===== src/rtl/dus_pkg.sv =====
/*
  Package for the update-transfer and amplitude-shaping block: register offsets,
  control bit positions, reset values, timing counts and shared structs.
  Assumes a synchronous register write port in the surrounding device.
*/
package dus_pkg;
  // register offsets (byte addresses of the programming bus)
  localparam logic [5:0] ADDR_UPDATE_PERIOD = 6'h16;
  localparam logic [5:0] ADDR_POWER_DOWN = 6'h1d;
  localparam logic [5:0] ADDR_UPDATE_MODE = 6'h1f;
  localparam logic [5:0] ADDR_OUTPUT_PATH = 6'h20;
  localparam logic [5:0] ADDR_AMPLITUDE = 6'h21;
  localparam logic [5:0] ADDR_AUX_WORD = 6'h26;
  // bit positions
  localparam int BIT_BOTH_PD = 4;
  localparam int BIT_AUX_PD = 2;
  localparam int BIT_INT_UPDATE = 0;
  localparam int BIT_SINC_BYPASS = 6;
  localparam int BIT_MULT_ENABLE = 5;
  localparam int BIT_RAMP_SELECT = 4;
  // reset values
  localparam logic [7:0] RST_POWER_DOWN = 8'h00;
  localparam logic [7:0] RST_UPDATE_MODE = 8'h01;
  localparam logic [7:0] RST_OUTPUT_PATH = 8'h20;
  localparam logic [31:0] RST_UPDATE_PERIOD = 32'h0000_0001;
  localparam logic [7:0] RST_RAMP_RATE = 8'h01;
  // timing and amplitude limits
  localparam logic [3:0] UPDATE_PULSE_CYCLES = 4'ha;
  localparam logic [11:0] AMP_FULL = 12'hfff;
  localparam logic [11:0] AMP_ZERO = 12'h000;

  typedef struct packed {
    logic both_pd;
    logic aux_pd;
    logic int_update;
    logic sinc_bypass;
    logic mult_enable;
    logic ramp_select;
  } dus_ctrl_s;

  typedef struct packed {
    logic [31:0] period;
    logic [11:0] amplitude;
    logic [11:0] aux_word;
    logic [7:0] ramp_rate;
  } dus_words_s;
endpackage


===== src/rtl/dus_sync.sv =====
/*
  Two-stage synchroniser for an asynchronous pin, with rising-edge detector.
  Assumes one system clock and synchronous active-high reset.
*/
`timescale 1ns/1ns
module dus_sync (
  input wire logic clk_in,
  input wire logic rst_in,
  input wire logic async_in,
  output logic level_out,
  output logic rise_out
);
  logic meta;
  logic sync;
  logic prev;
  logic next_meta;
  logic next_sync;
  logic next_prev;

  always_comb
  begin
    next_meta = async_in;
    next_sync = meta;
    next_prev = sync;
  end

  always_ff @(posedge clk_in)
  begin
    if (rst_in)
    begin
      meta <= 1'b0;
      sync <= 1'b0;
      prev <= 1'b0;
    end
    else
    begin
      meta <= next_meta;
      sync <= next_sync;
      prev <= next_prev;
    end
  end

  assign level_out = sync;
  assign rise_out = sync & ~prev;
endmodule


===== src/rtl/dus_top.sv =====
/*
  Update transfer and amplitude shaping of a synthesiser: buffer-to-core transfer
  on update edges from pin or internal counter, ramped keying, multiplier,
  inverse-sinc bypass, auxiliary word and power-down.
  Assumes a synchronous register write/read port and the sine samples arriving
  on the system clock. The sinc filter itself lies outside; this block only steers.
*/
// Overview of operation
// settings other than the internal-update bit reach the core only on an update rising edge, pin or counter
// external update edge is synchronised to the system clock first
// internal-update bit resets high; low selects external update edges
// internal mode: 32-bit down-counter at half rate, update at zero
// update interval is (N+1) half-rate ticks; host keeps N nonzero
// internal update drives the pin high for exactly ten cycles
// multiplier enable low bypasses multiplier, full-scale output
// ramp select high uses ramp counter, low uses amplitude word
// 8-bit ramp-rate down-counter reloads, pulses at zero
// each step moves the 12-bit amplitude counter one LSB
// zero coefficient gives zero, all ones gives unity gain
// step pulses every N+1 cycles: load edge then decrements
// full ramp takes 4095 steps
// keying high ramps up and holds, low ramps down to zero
// inverse sinc on by default, bypass bit removes it
// multiplier sits after the sinc filter, before the sine converter
// shared power-down bit powers down both converters
// auxiliary output changes only on an update pulse
// auxiliary power-down bit powers down only the auxiliary converter
// auxiliary data goes to the converter unfiltered
// update pin direction follows the internal-update bit
// keying pin acts only when selected, never on auxiliary converter
// pin passes two flops and edge detect to a one-cycle transfer strobe
`timescale 1ns/1ns
module dus_top (
  input wire logic clk_in,
  input wire logic rst_in,
  input wire logic wr_en_in,
  input wire logic [5:0] wr_addr_in,
  input wire logic [7:0] wr_data_in,
  input wire logic [5:0] rd_addr_in,
  output logic [7:0] rd_data_out,
  input wire logic [7:0] ramp_rate_in,
  input wire logic update_strobe_pin_in,
  output logic update_strobe_pin_out,
  output logic update_strobe_pin_oe_out,
  input wire logic keying_pin_in,
  input wire logic [11:0] sine_raw_in,
  input wire logic [11:0] sine_filtered_in,
  output logic [11:0] sine_dac_out,
  output logic [11:0] aux_dac_out,
  output logic sine_pd_out,
  output logic aux_pd_out,
  output logic transfer_out
);
  // buffer (programmed) and active (core) copies
  dus_pkg::dus_ctrl_s buf_ctrl;
  dus_pkg::dus_ctrl_s act_ctrl;
  dus_pkg::dus_words_s buf_words;
  dus_pkg::dus_words_s act_words;
  dus_pkg::dus_ctrl_s next_buf_ctrl;
  dus_pkg::dus_ctrl_s next_act_ctrl;
  dus_pkg::dus_words_s next_buf_words;
  dus_pkg::dus_words_s next_act_words;
  logic [7:0] next_rd_data;

  // update machinery
  logic half_tick;
  logic [31:0] upd_count;
  logic [3:0] pulse_count;
  logic next_half_tick;
  logic [31:0] next_upd_count;
  logic [3:0] next_pulse_count;
  logic int_update;
  logic ext_rise;
  logic transfer;
  logic next_pin_out;
  logic next_pin_oe;

  // amplitude shaping
  logic [7:0] ramp_count;
  logic [11:0] amp_count;
  logic step;
  logic [7:0] next_ramp_count;
  logic [11:0] next_amp_count;
  logic key_sync;
  logic key_meta;
  logic next_key_meta;
  logic next_key_sync;
  logic [11:0] coeff;
  logic [11:0] sine_sel;
  logic [23:0] product;
  logic [11:0] next_sine;
  logic [11:0] next_aux;

  // control reset image taken from the register reset bytes
  localparam dus_pkg::dus_ctrl_s RST_CTRL = '{
    dus_pkg::RST_POWER_DOWN[dus_pkg::BIT_BOTH_PD],
    dus_pkg::RST_POWER_DOWN[dus_pkg::BIT_AUX_PD],
    dus_pkg::RST_UPDATE_MODE[dus_pkg::BIT_INT_UPDATE],
    dus_pkg::RST_OUTPUT_PATH[dus_pkg::BIT_SINC_BYPASS],
    dus_pkg::RST_OUTPUT_PATH[dus_pkg::BIT_MULT_ENABLE],
    dus_pkg::RST_OUTPUT_PATH[dus_pkg::BIT_RAMP_SELECT]
  };

  dus_sync u_sync (
    .clk_in(clk_in),
    .rst_in(rst_in),
    .async_in(update_strobe_pin_in),
    .level_out(),
    .rise_out(ext_rise)
  );

  // register writes into buffer copy
  always_comb
  begin
    next_buf_ctrl = buf_ctrl;
    next_buf_words = buf_words;
    next_buf_words.ramp_rate = ramp_rate_in;
    if (wr_en_in)
    begin
      if (wr_addr_in >= dus_pkg::ADDR_UPDATE_PERIOD
          && wr_addr_in <= dus_pkg::ADDR_UPDATE_PERIOD + 6'h03)
      begin
        case (2'(wr_addr_in - dus_pkg::ADDR_UPDATE_PERIOD))
          2'h0: next_buf_words.period[31:24] = wr_data_in;
          2'h1: next_buf_words.period[23:16] = wr_data_in;
          2'h2: next_buf_words.period[15:8] = wr_data_in;
          default: next_buf_words.period[7:0] = wr_data_in;
        endcase
      end
      else if (wr_addr_in == dus_pkg::ADDR_POWER_DOWN)
      begin
        next_buf_ctrl.both_pd = wr_data_in[dus_pkg::BIT_BOTH_PD];
        next_buf_ctrl.aux_pd = wr_data_in[dus_pkg::BIT_AUX_PD];
      end
      else if (wr_addr_in == dus_pkg::ADDR_UPDATE_MODE)
      begin
        next_buf_ctrl.int_update = wr_data_in[dus_pkg::BIT_INT_UPDATE];
      end
      else if (wr_addr_in == dus_pkg::ADDR_OUTPUT_PATH)
      begin
        next_buf_ctrl.sinc_bypass = wr_data_in[dus_pkg::BIT_SINC_BYPASS];
        next_buf_ctrl.mult_enable = wr_data_in[dus_pkg::BIT_MULT_ENABLE];
        next_buf_ctrl.ramp_select = wr_data_in[dus_pkg::BIT_RAMP_SELECT];
      end
      else if (wr_addr_in == dus_pkg::ADDR_AMPLITUDE)
      begin
        next_buf_words.amplitude[11:8] = wr_data_in[3:0];
      end
      else if (wr_addr_in == dus_pkg::ADDR_AMPLITUDE + 6'h01)
      begin
        next_buf_words.amplitude[7:0] = wr_data_in;
      end
      else if (wr_addr_in == dus_pkg::ADDR_AUX_WORD)
      begin
        next_buf_words.aux_word[11:8] = wr_data_in[3:0];
      end
      else if (wr_addr_in == dus_pkg::ADDR_AUX_WORD + 6'h01)
      begin
        next_buf_words.aux_word[7:0] = wr_data_in;
      end
    end
  end

  // readback of the buffer copy; unmapped reads as zero
  always_comb
  begin
    next_rd_data = 8'h00;
    if (rd_addr_in == dus_pkg::ADDR_UPDATE_PERIOD)
      next_rd_data = buf_words.period[31:24];
    else if (rd_addr_in == dus_pkg::ADDR_UPDATE_PERIOD + 6'h01)
      next_rd_data = buf_words.period[23:16];
    else if (rd_addr_in == dus_pkg::ADDR_UPDATE_PERIOD + 6'h02)
      next_rd_data = buf_words.period[15:8];
    else if (rd_addr_in == dus_pkg::ADDR_UPDATE_PERIOD + 6'h03)
      next_rd_data = buf_words.period[7:0];
    else if (rd_addr_in == dus_pkg::ADDR_POWER_DOWN)
    begin
      next_rd_data[dus_pkg::BIT_BOTH_PD] = buf_ctrl.both_pd;
      next_rd_data[dus_pkg::BIT_AUX_PD] = buf_ctrl.aux_pd;
    end
    else if (rd_addr_in == dus_pkg::ADDR_UPDATE_MODE)
      next_rd_data[dus_pkg::BIT_INT_UPDATE] = buf_ctrl.int_update;
    else if (rd_addr_in == dus_pkg::ADDR_OUTPUT_PATH)
    begin
      next_rd_data[dus_pkg::BIT_SINC_BYPASS] = buf_ctrl.sinc_bypass;
      next_rd_data[dus_pkg::BIT_MULT_ENABLE] = buf_ctrl.mult_enable;
      next_rd_data[dus_pkg::BIT_RAMP_SELECT] = buf_ctrl.ramp_select;
    end
    else if (rd_addr_in == dus_pkg::ADDR_AMPLITUDE)
      next_rd_data = {4'h0, buf_words.amplitude[11:8]};
    else if (rd_addr_in == dus_pkg::ADDR_AMPLITUDE + 6'h01)
      next_rd_data = buf_words.amplitude[7:0];
    else if (rd_addr_in == dus_pkg::ADDR_AUX_WORD)
      next_rd_data = {4'h0, buf_words.aux_word[11:8]};
    else if (rd_addr_in == dus_pkg::ADDR_AUX_WORD + 6'h01)
      next_rd_data = buf_words.aux_word[7:0];
  end

  // internal update counter at half rate and pin pulse
  assign int_update = act_ctrl.int_update & half_tick && upd_count == 32'h0000_0000;
  // external edge only counts in external mode
  assign transfer = int_update | (~act_ctrl.int_update & ext_rise);

  always_comb
  begin
    next_half_tick = ~half_tick;
    next_upd_count = upd_count;
    if (act_ctrl.int_update && half_tick)
    begin
      if (upd_count == 32'h0000_0000)
        next_upd_count = buf_words.period;
      else
        next_upd_count = upd_count - 32'h0000_0001;
    end
    next_pulse_count = pulse_count;
    if (int_update)
      next_pulse_count = dus_pkg::UPDATE_PULSE_CYCLES;
    else if (pulse_count != 4'h0)
      next_pulse_count = pulse_count - 4'h1;
    next_pin_out = int_update || (pulse_count > 4'h1);
    next_pin_oe = act_ctrl.int_update;
  end

  // core transfer: active copy follows buffer only on transfer, except the mode bit
  always_comb
  begin
    next_act_ctrl = act_ctrl;
    next_act_words = act_words;
    if (transfer)
    begin
      next_act_ctrl = buf_ctrl;
      next_act_words = buf_words;
    end
    // mode bit itself steers the update source at once
    next_act_ctrl.int_update = buf_ctrl.int_update;
  end

  // ramp-rate counter and amplitude counter
  assign step = ramp_count == 8'h00;
  always_comb
  begin
    next_key_meta = keying_pin_in;
    next_key_sync = key_meta;
    next_ramp_count = step ? act_words.ramp_rate : ramp_count - 8'h01;
    next_amp_count = amp_count;
    if (step && act_ctrl.mult_enable && act_ctrl.ramp_select)
    begin
      if (key_sync && amp_count != dus_pkg::AMP_FULL)
        next_amp_count = amp_count + 12'h001;
      else if (!key_sync && amp_count != dus_pkg::AMP_ZERO)
        next_amp_count = amp_count - 12'h001;
    end
  end

  // sample path: sinc choice, then multiplier
  always_comb
  begin
    sine_sel = act_ctrl.sinc_bypass ? sine_raw_in : sine_filtered_in;
    coeff = act_ctrl.ramp_select ? amp_count : act_words.amplitude;
    // all-ones coefficient is unity, not 4095/4096
    if (coeff == dus_pkg::AMP_FULL)
      product = {sine_sel, 12'h000};
    else
      product = sine_sel * coeff;
    next_sine = act_ctrl.mult_enable ? product[23:12] : sine_sel;
    next_aux = transfer ? buf_words.aux_word : aux_dac_out;
  end

  always_ff @(posedge clk_in)
  begin
    if (rst_in)
    begin
      buf_ctrl <= RST_CTRL;
      act_ctrl <= RST_CTRL;
      buf_words <= '{dus_pkg::RST_UPDATE_PERIOD, 12'h000, 12'h000, dus_pkg::RST_RAMP_RATE};
      act_words <= '{dus_pkg::RST_UPDATE_PERIOD, 12'h000, 12'h000, dus_pkg::RST_RAMP_RATE};
      half_tick <= 1'b0;
      upd_count <= dus_pkg::RST_UPDATE_PERIOD;
      pulse_count <= 4'h0;
      update_strobe_pin_out <= 1'b0;
      update_strobe_pin_oe_out <= 1'b1;
      ramp_count <= 8'h00;
      amp_count <= 12'h000;
      key_meta <= 1'b0;
      key_sync <= 1'b0;
      sine_dac_out <= 12'h000;
      aux_dac_out <= 12'h000;
      sine_pd_out <= 1'b0;
      aux_pd_out <= 1'b0;
      transfer_out <= 1'b0;
      rd_data_out <= 8'h00;
    end
    else
    begin
      buf_ctrl <= next_buf_ctrl;
      act_ctrl <= next_act_ctrl;
      buf_words <= next_buf_words;
      act_words <= next_act_words;
      half_tick <= next_half_tick;
      upd_count <= next_upd_count;
      pulse_count <= next_pulse_count;
      update_strobe_pin_out <= next_pin_out;
      update_strobe_pin_oe_out <= next_pin_oe;
      ramp_count <= next_ramp_count;
      amp_count <= next_amp_count;
      key_meta <= next_key_meta;
      key_sync <= next_key_sync;
      sine_dac_out <= next_sine;
      aux_dac_out <= next_aux;
      sine_pd_out <= act_ctrl.both_pd;
      aux_pd_out <= act_ctrl.both_pd | act_ctrl.aux_pd;
      transfer_out <= transfer;
      rd_data_out <= next_rd_data;
    end
  end
endmodule


===== config.mk =====
export PLATFORM = sky130hd
export DESIGN_NAME = dus_top
export DESIGN_NICKNAME = d
export VERILOG_FILES = /design/src/rtl/dus_pkg.sv /design/src/rtl/dus_sync.sv /design/src/rtl/dus_top.sv
export SDC_FILE = /design/constraint.sdc
export NUM_CORES = 1
export LEC_CHECK = 0
export BUFFER_PORTS_ARGS = -buffer_cell sky130_fd_sc_hd__buf_2
export CAP_MARGIN = 20
export CORE_MARGIN = 2
export CORE_UTILIZATION = 65
export DETAILED_ROUTE_END_ITERATION = 10
export HOLD_SLACK_MARGIN = 0.1
export PLACE_DENSITY_LB_ADDON = 0.05
export SYNTH_ARGS = -nofsm -noshare
export SYNTH_HDL_FRONTEND = slang
export SYNTH_SLANG_ARGS = --single-unit

===== constraint.sdc =====
create_clock -name clk_in -period 13.7 [get_ports clk_in]
set_input_delay 1.37 -clock clk_in [delete_from_list [all_inputs] [get_ports clk_in]]
set_output_delay 1.37 -clock clk_in [all_outputs]
set_load 0.005 [all_outputs]

## Yosys cells after proc, flatten, opt, wreduce, memory -nomap -nowiden

Index checks and enable logic that the tools add are counted.

| storage, ports and cells | value |
|---|---|
| flip-flop bits (word level) | 195 |
| word-level logic and storage cells | 148 |
| input port bits | 57 |
| output and inout port bits | 37 |

| operators by class | value |
|---|---|
| mux-type cells | 28 |
| bitwise logic cells | 16 |
| eq/ne operators | 22 |
| $mul | 1 |
| order comparisons | 3 |
| add/sub/neg operators | 6 |
| reduce and logical (&&, ||, !) cells | 30 |

Operator list:

| operator | number |
|---|---|
| $mux W8 | 9 |
| $eq A6 B6 Y1 const B | 10 |
| $mux W12 | 5 |
| $eq A6 B5 Y1 const B | 8 |
| $logic_not A32 Y1 | 1 |
| $mux W32 | 1 |
| $sub A32 B1 Y32 const B | 1 |
| $mul A12 B12 Y24 | 1 |
| $mux W24 | 1 |
| $reduce_and A3 Y1 | 5 |
| $add A12 B1 Y12 const B | 1 |
| $eq A12 B12 Y1 const B | 1 |
| $mux W4 | 3 |
| $ne A12 B12 Y1 const B | 1 |
| $reduce_bool A12 Y1 | 1 |
| $sub A12 B1 Y12 const B | 1 |
| $not A1 Y1 | 11 |
| $reduce_and A9 Y1 | 1 |
| $logic_not A8 Y1 | 1 |
| $reduce_and A8 Y1 | 1 |
| $sub A8 B1 Y8 const B | 1 |
| $logic_and A1 B1 Y1 | 7 |
| $mux W7 | 1 |
| $reduce_and A7 Y1 | 1 |
| 23 further kinds | 32 |

## Logic depth before layout (Yosys ltp)

| depth | value |
|---|---|
| word-level depth | 12 |
| mapped depth | 24 |
| gate-level depth less buffers | 21 |

## Modules after synthesis

A second synthesis with hierarchy kept.

| second synthesis, totals | value |
|---|---|
| cells, all modules | 1,588 |
| area, all modules | 13,511.7 µm² |

Modules (own cells, without submodules):

| module | area each (µm²) | instances | seq. area each (µm²) | cells each |
|---|---|---|---|---|
| dus_top | 13,424.1 | 1 | 3,843.7 | 1,581 |
| dus_sync | 87.6 | 1 | 60.1 | 7 |

## Worst setup path before layout

No wires, ideal clock.

| path | value |
|---|---|
| path kind | input port to flip-flop |
| from | in sine_raw_in[9] |
| to | reg sine_dac_out[11] |
| buffers on the path | 1 |
| stages | 20 |
| data arrival time | 6,258 ps |
| slack | 7,356 ps |
| data required time | 13,614 ps |
| path through | mux2_2 > clkbuf_1 > nand2_1 > fa_1 > inv_1 > fa_1 > fa_1 > fa_1 > inv_1 > fa_1 > inv_1 > ha_1 > a21oi_1 > a21boi_0 > o21ai_0 > nor3_1 > a21oi_1 > a311oi_1 > xor2_1 > a211oi_1 |

| on the way | value |
|---|---|
| longest elaborated chain between the ends | 4 |

Ends and longest elaborated chain:

| element | line | text |
|---|---|---|
| from (decl) | dus_top.sv:46 | `input wire logic [11:0] sine_raw_in,` |
| $mux W12 | dus_top.sv:258 | `sine_sel = act_ctrl.sinc_bypass ? sine_raw_in : sine_filtered_in;` |
| $mul A12 B12 Y24 | dus_top.sv:264 | `product = sine_sel * coeff;` |
| $mux W24 | dus_top.sv:261 | `if (coeff == dus_pkg::AMP_FULL)` |
| $mux W12 | dus_top.sv:265 | `next_sine = act_ctrl.mult_enable ? product[23:12] : sine_sel;` |
| to (signal assigned) | dus_top.sv:308 | `sine_dac_out <= next_sine;` |
| to (decl) | dus_top.sv:48 | `output logic [11:0] sine_dac_out,` |

Every way passes these cells.
A chain may end at the register's enable or synchronous reset.

## Worst setup path after layout

| path | value |
|---|---|
| from | reg act_ctrl[0] in the netlist's numbering |
| to | reg sine_dac_out[11] |

| on the way | value |
|---|---|
| longest elaborated chain between the ends | 4 |
| elaborated cells between the ends (all ways) | 5 |
| those cells by class | 1 x mul; 1 x eq/ne; 3 x mux |

Ends and longest elaborated chain:

| element | line | text |
|---|---|---|
| from (decl) | dus_top.sv:56 | `dus_pkg::dus_ctrl_s act_ctrl;` |
| from (signal assigned) | dus_top.sv:296 | `act_ctrl <= next_act_ctrl;` |
| $mux W12 (*) | dus_top.sv:259 | `coeff = act_ctrl.ramp_select ? amp_count : act_words.amplitude;` |
| $mul A12 B12 Y24 / $eq A12 B12 Y1 (equally long branches) | dus_top.sv:264, dus_top.sv:261 |  |
| $mux W24 (*) | dus_top.sv:261 |  |
| $mux W12 (*) | dus_top.sv:265 |  |

Mark *: on every way between the ends. The rest lies on a longest branch, timed or not.

==> impl_metrics.toml <==
[outcome]
status = "completed"

[grt]
grt_pass1_vias = 11200
gr-usage-all-layers_pct = 31.5
grt_pass1_wl_um = 55300
grt_max_degree = 104
antenna_found_initial = 0
grt_overflow_total = 0

[hold_path]
worst_hold_path_type = "reg -> reg"
whs_path_depth = 1
hp-start = "half_tick"
hold_end = "half_tick"

[setup_path]
critical_path_class = "reg -> reg"
path_buf_inv = 2
r2r_setup_slack_ps = 6860
critPathTopFamily = "adder cells"
endpoint_kind = "flip-flop"
worst_r2r_endpoint = "sine_dac_out[11]"
cpMostUsedCell = "fa_1"
cp-start-kind = "flip-flop"
rr_worst_depth = 18
cp_cell_sequence = "mux2i_1 -> nor2_1 -> fa_1 -> fa_1 -> fa_1 -> fa_1 -> inv_1 -> fa_1 -> inv_1 -> ha_1 -> a21oi_1 -> a21boi_0 -> o21ai_0 -> nor3_1 -> a21oi_1 -> a311oi_1 -> xor2_1 -> a211oi_1"
crit_required_ps = 14040
critical_path.slowest_cell = "dfxtp_1"
slowest_delay_ps = 1020
arrival_ps = 7190
critical_path.max_fanout = 24
rr_startpoint = "act_ctrl[0]"

[detailed_routing]
wl_per_cell_um = 17.5
vias_per_cell = 5.94
first_pass_iters = 7
totalWireLength_um = 33600
num_vias = 11400
route.detailed.drc = 0
postRouteAntennaNets = 0
drtIter0Drc = 933

[logic_synthesis]
synth.distinct_cells = 73
syn-num-nets = 1820
synth_top_family_by_area = "adder cells"
synth_top_area_share_pct = 29.1
synth_xor_area_share_pct = 1.63
avgSynthCellArea_sq_um = 8.42
synth-main-ff-cell = "dfxtp_1"
synth_top_area_cell = "dfxtp_1"
syn_area_sq_mm = 0.0134
yosysWarnings = 0
async_reset_ff_share_pct = 0
yosysMostFrequentCell = "nor2_1"
ys_top_cells_by_count = "227 x nor2_1, 219 x nand2_1, 195 x dfxtp_1, 144 x inv_1, 100 x fa_1"
synth_edf_count = 0
seq_area_frac_synth_pct = 29.1
synthCells = 1591
synth_seq_cells = 195
synth_simple_gate_area_share_pct = 20.7
synth.area.top_cells = "dfxtp_1 29%, fa_1 15%, ha_1 6.7%, nor2_1 6.4%, nand2_1 6.1%"
synth_mux_area_share_pct = 8.39
synth-compound-area-share_pct = 12.2
synth_adder_area_share_pct = 21.7

[cells_and_area]
fin_area_sq_mm = 0.0146
area_growth_pct = 8.88
fillers = 1588
multi_input_comb_area_sq_mm = 0.00864
drive_above_1_share_pct = 11.0
fin_nets = 1866
diodes = 0
final_core_util_pct = 72.1
stdcell_count = 1920
regArea_sq_mm = 0.00390

[power]
p_sw_share_pct = 31.8
vdd_drop_max_mv = 0.0983
power_density_mw_per_mm2 = 93.7
switching_power_uw = 435
p_leak_uw = 0.00650
intPower_uw = 932
seqPwrFrac_pct = 45.0
p_clk_share_pct = 36.9
power_frac_comb_pct = 18.1

[clock_tree]
cts_tree = "built"
cts_hold_buffers = 0
clkTransAtPathRegs_ps = 80
cts_buffer_depth = 2
cts_root_buf = "clkbuf_16"
htree_levels = 4
cts_resized = 0
postCtsSetupBuffers = 0
numCtsBuffers = 17
worstSkewPairLatency_ps = 450
clock_sinks = 195

[floorplanning]
rows = 52
die_y_um = 148
die_w_um = 148
ios = 94
core_area_sq_mm = 0.0202
initial_utilization_pct = 66.2
die-area_sq_mm = 0.0218

[sta]
rsz0062_at_grt = "false"
timing.final.crit_share_pct = 50.0
finalCriticalPeriod_ps = 6840
worst_pin_slew_ps = 1050
setup_viol = 0
slew_headroom_pct = 29.8
final_max_slew_viol_count = 0
skew_ps = 26.7
fmax_mhz = 146
tns_ps = 0
hold_violations = 0

[place]
dpl_cell_area_sq_mm = 0.0140
dp.cells = 1886
io_buffers = 93
gp_congestion = 0.969
dpl.hpwl_um = 24500

[job]
drv_cap = 0
[area by class of cell]
type / count / area share [%]
inverter: 144 / 3.70
multi-input combinational: 1177 / 59.3
clock buffer: 17 / 2.92
timing repair buffer: 102 / 3.82
sequential: 195 / 26.8
clock inverter: 15 / 1.23
tap: 270 / 2.32
[cell families after synthesis]
| logic type | count (synthesis) |
|---|---|
| buffers and inverters | 219 |
| muxes | 109 |
| xor gates and xnor gates | 25 |
| and+or+nand+nor | 610 |
| DFF | 195 |
| adders and majority gates | 172 |
| AOI/OAI and AO/OA | 261 |
[worst max path at each step]
| stage | startpoint | slack (ps) | cells past startpoint | end |
|---|---|---|---|---|
| after floorplan | sine_raw_in[9] | 7360 | 20 | sine_dac_out[11] |
| after global placement | sine_raw_in[3] | 6830 | 19 | sine_dac_out[11] |
| after detailed placement | sine_raw_in[3] | 6720 | 19 | sine_dac_out[11] |
| after CTS | act_ctrl[2] | 6900 | 18 | sine_dac_out[11] |
| after global routing | act_ctrl[0] | 6410 | 18 | sine_dac_out[11] |
| final | act_ctrl[0] | 6860 | 18 | sine_dac_out[11] |
[cell usage in the layout (no fill, tap or decap), types with 16 or more instances in the layout]
master / Yosys / final
nor2_1: 227 / 227
nand2_1: 219 / 219
dfxtp_1: 195 / 195
inv_1: 144 / 144
fa_1: 100 / 100
buf_2: 8 / 93
a21oi_1: 89 / 89
mux2i_1: 82 / 82
ha_1: 72 / 72
o21ai_0: 56 / 56
a211oi_1: 29 / 29
mux2_2: 27 / 27
nand3_1: 27 / 27
nor3_1: 26 / 26
nor2b_1: 18 / 18
clkbuf_16: 0 / 17
xnor2_1: 16 / 16
[state kept, by name, indices dropped and copies added, names as in the netlist, 4 cells and up]
register and flops:
buf_words 64, upd_count 32, act_words 20, amp_count 12
aux_dac_out 12, sine_dac_out 12, ramp_count 8, rd_data_out 8
buf_ctrl 6, act_ctrl 5, pulse_count 4
[stage by stage]
step | setup WS [ps] | power (uW) | hold slack (ps)
floorplan | 7360 | 813 | 406
global placement | 6830 | 864 | 420
detailed placement | 6720 | 869 | 422
CTS | 6900 | 1370 | 431
global route | 6410 | 1420 | 448
finish | 6860 | 1370 | 430
[metal layers]
metal / routed length [um] / global-route usage [%]
met5: 0 / 0
met4: 1680 / 16.0
met3: 1760 / 4.07
met2: 15900 / 52.5
met1: 14200 / 40.5
[power by group through the flow]
stage	Sequential, uW	Combinational, uW	Clock (uW)
floorplan	622	191	0
finish	615	247	505
global route	618	275	531
global placement	626	238	0
detailed placement	627	242	0
CTS	614	245	509
Power figures use the tool's default switching activity.
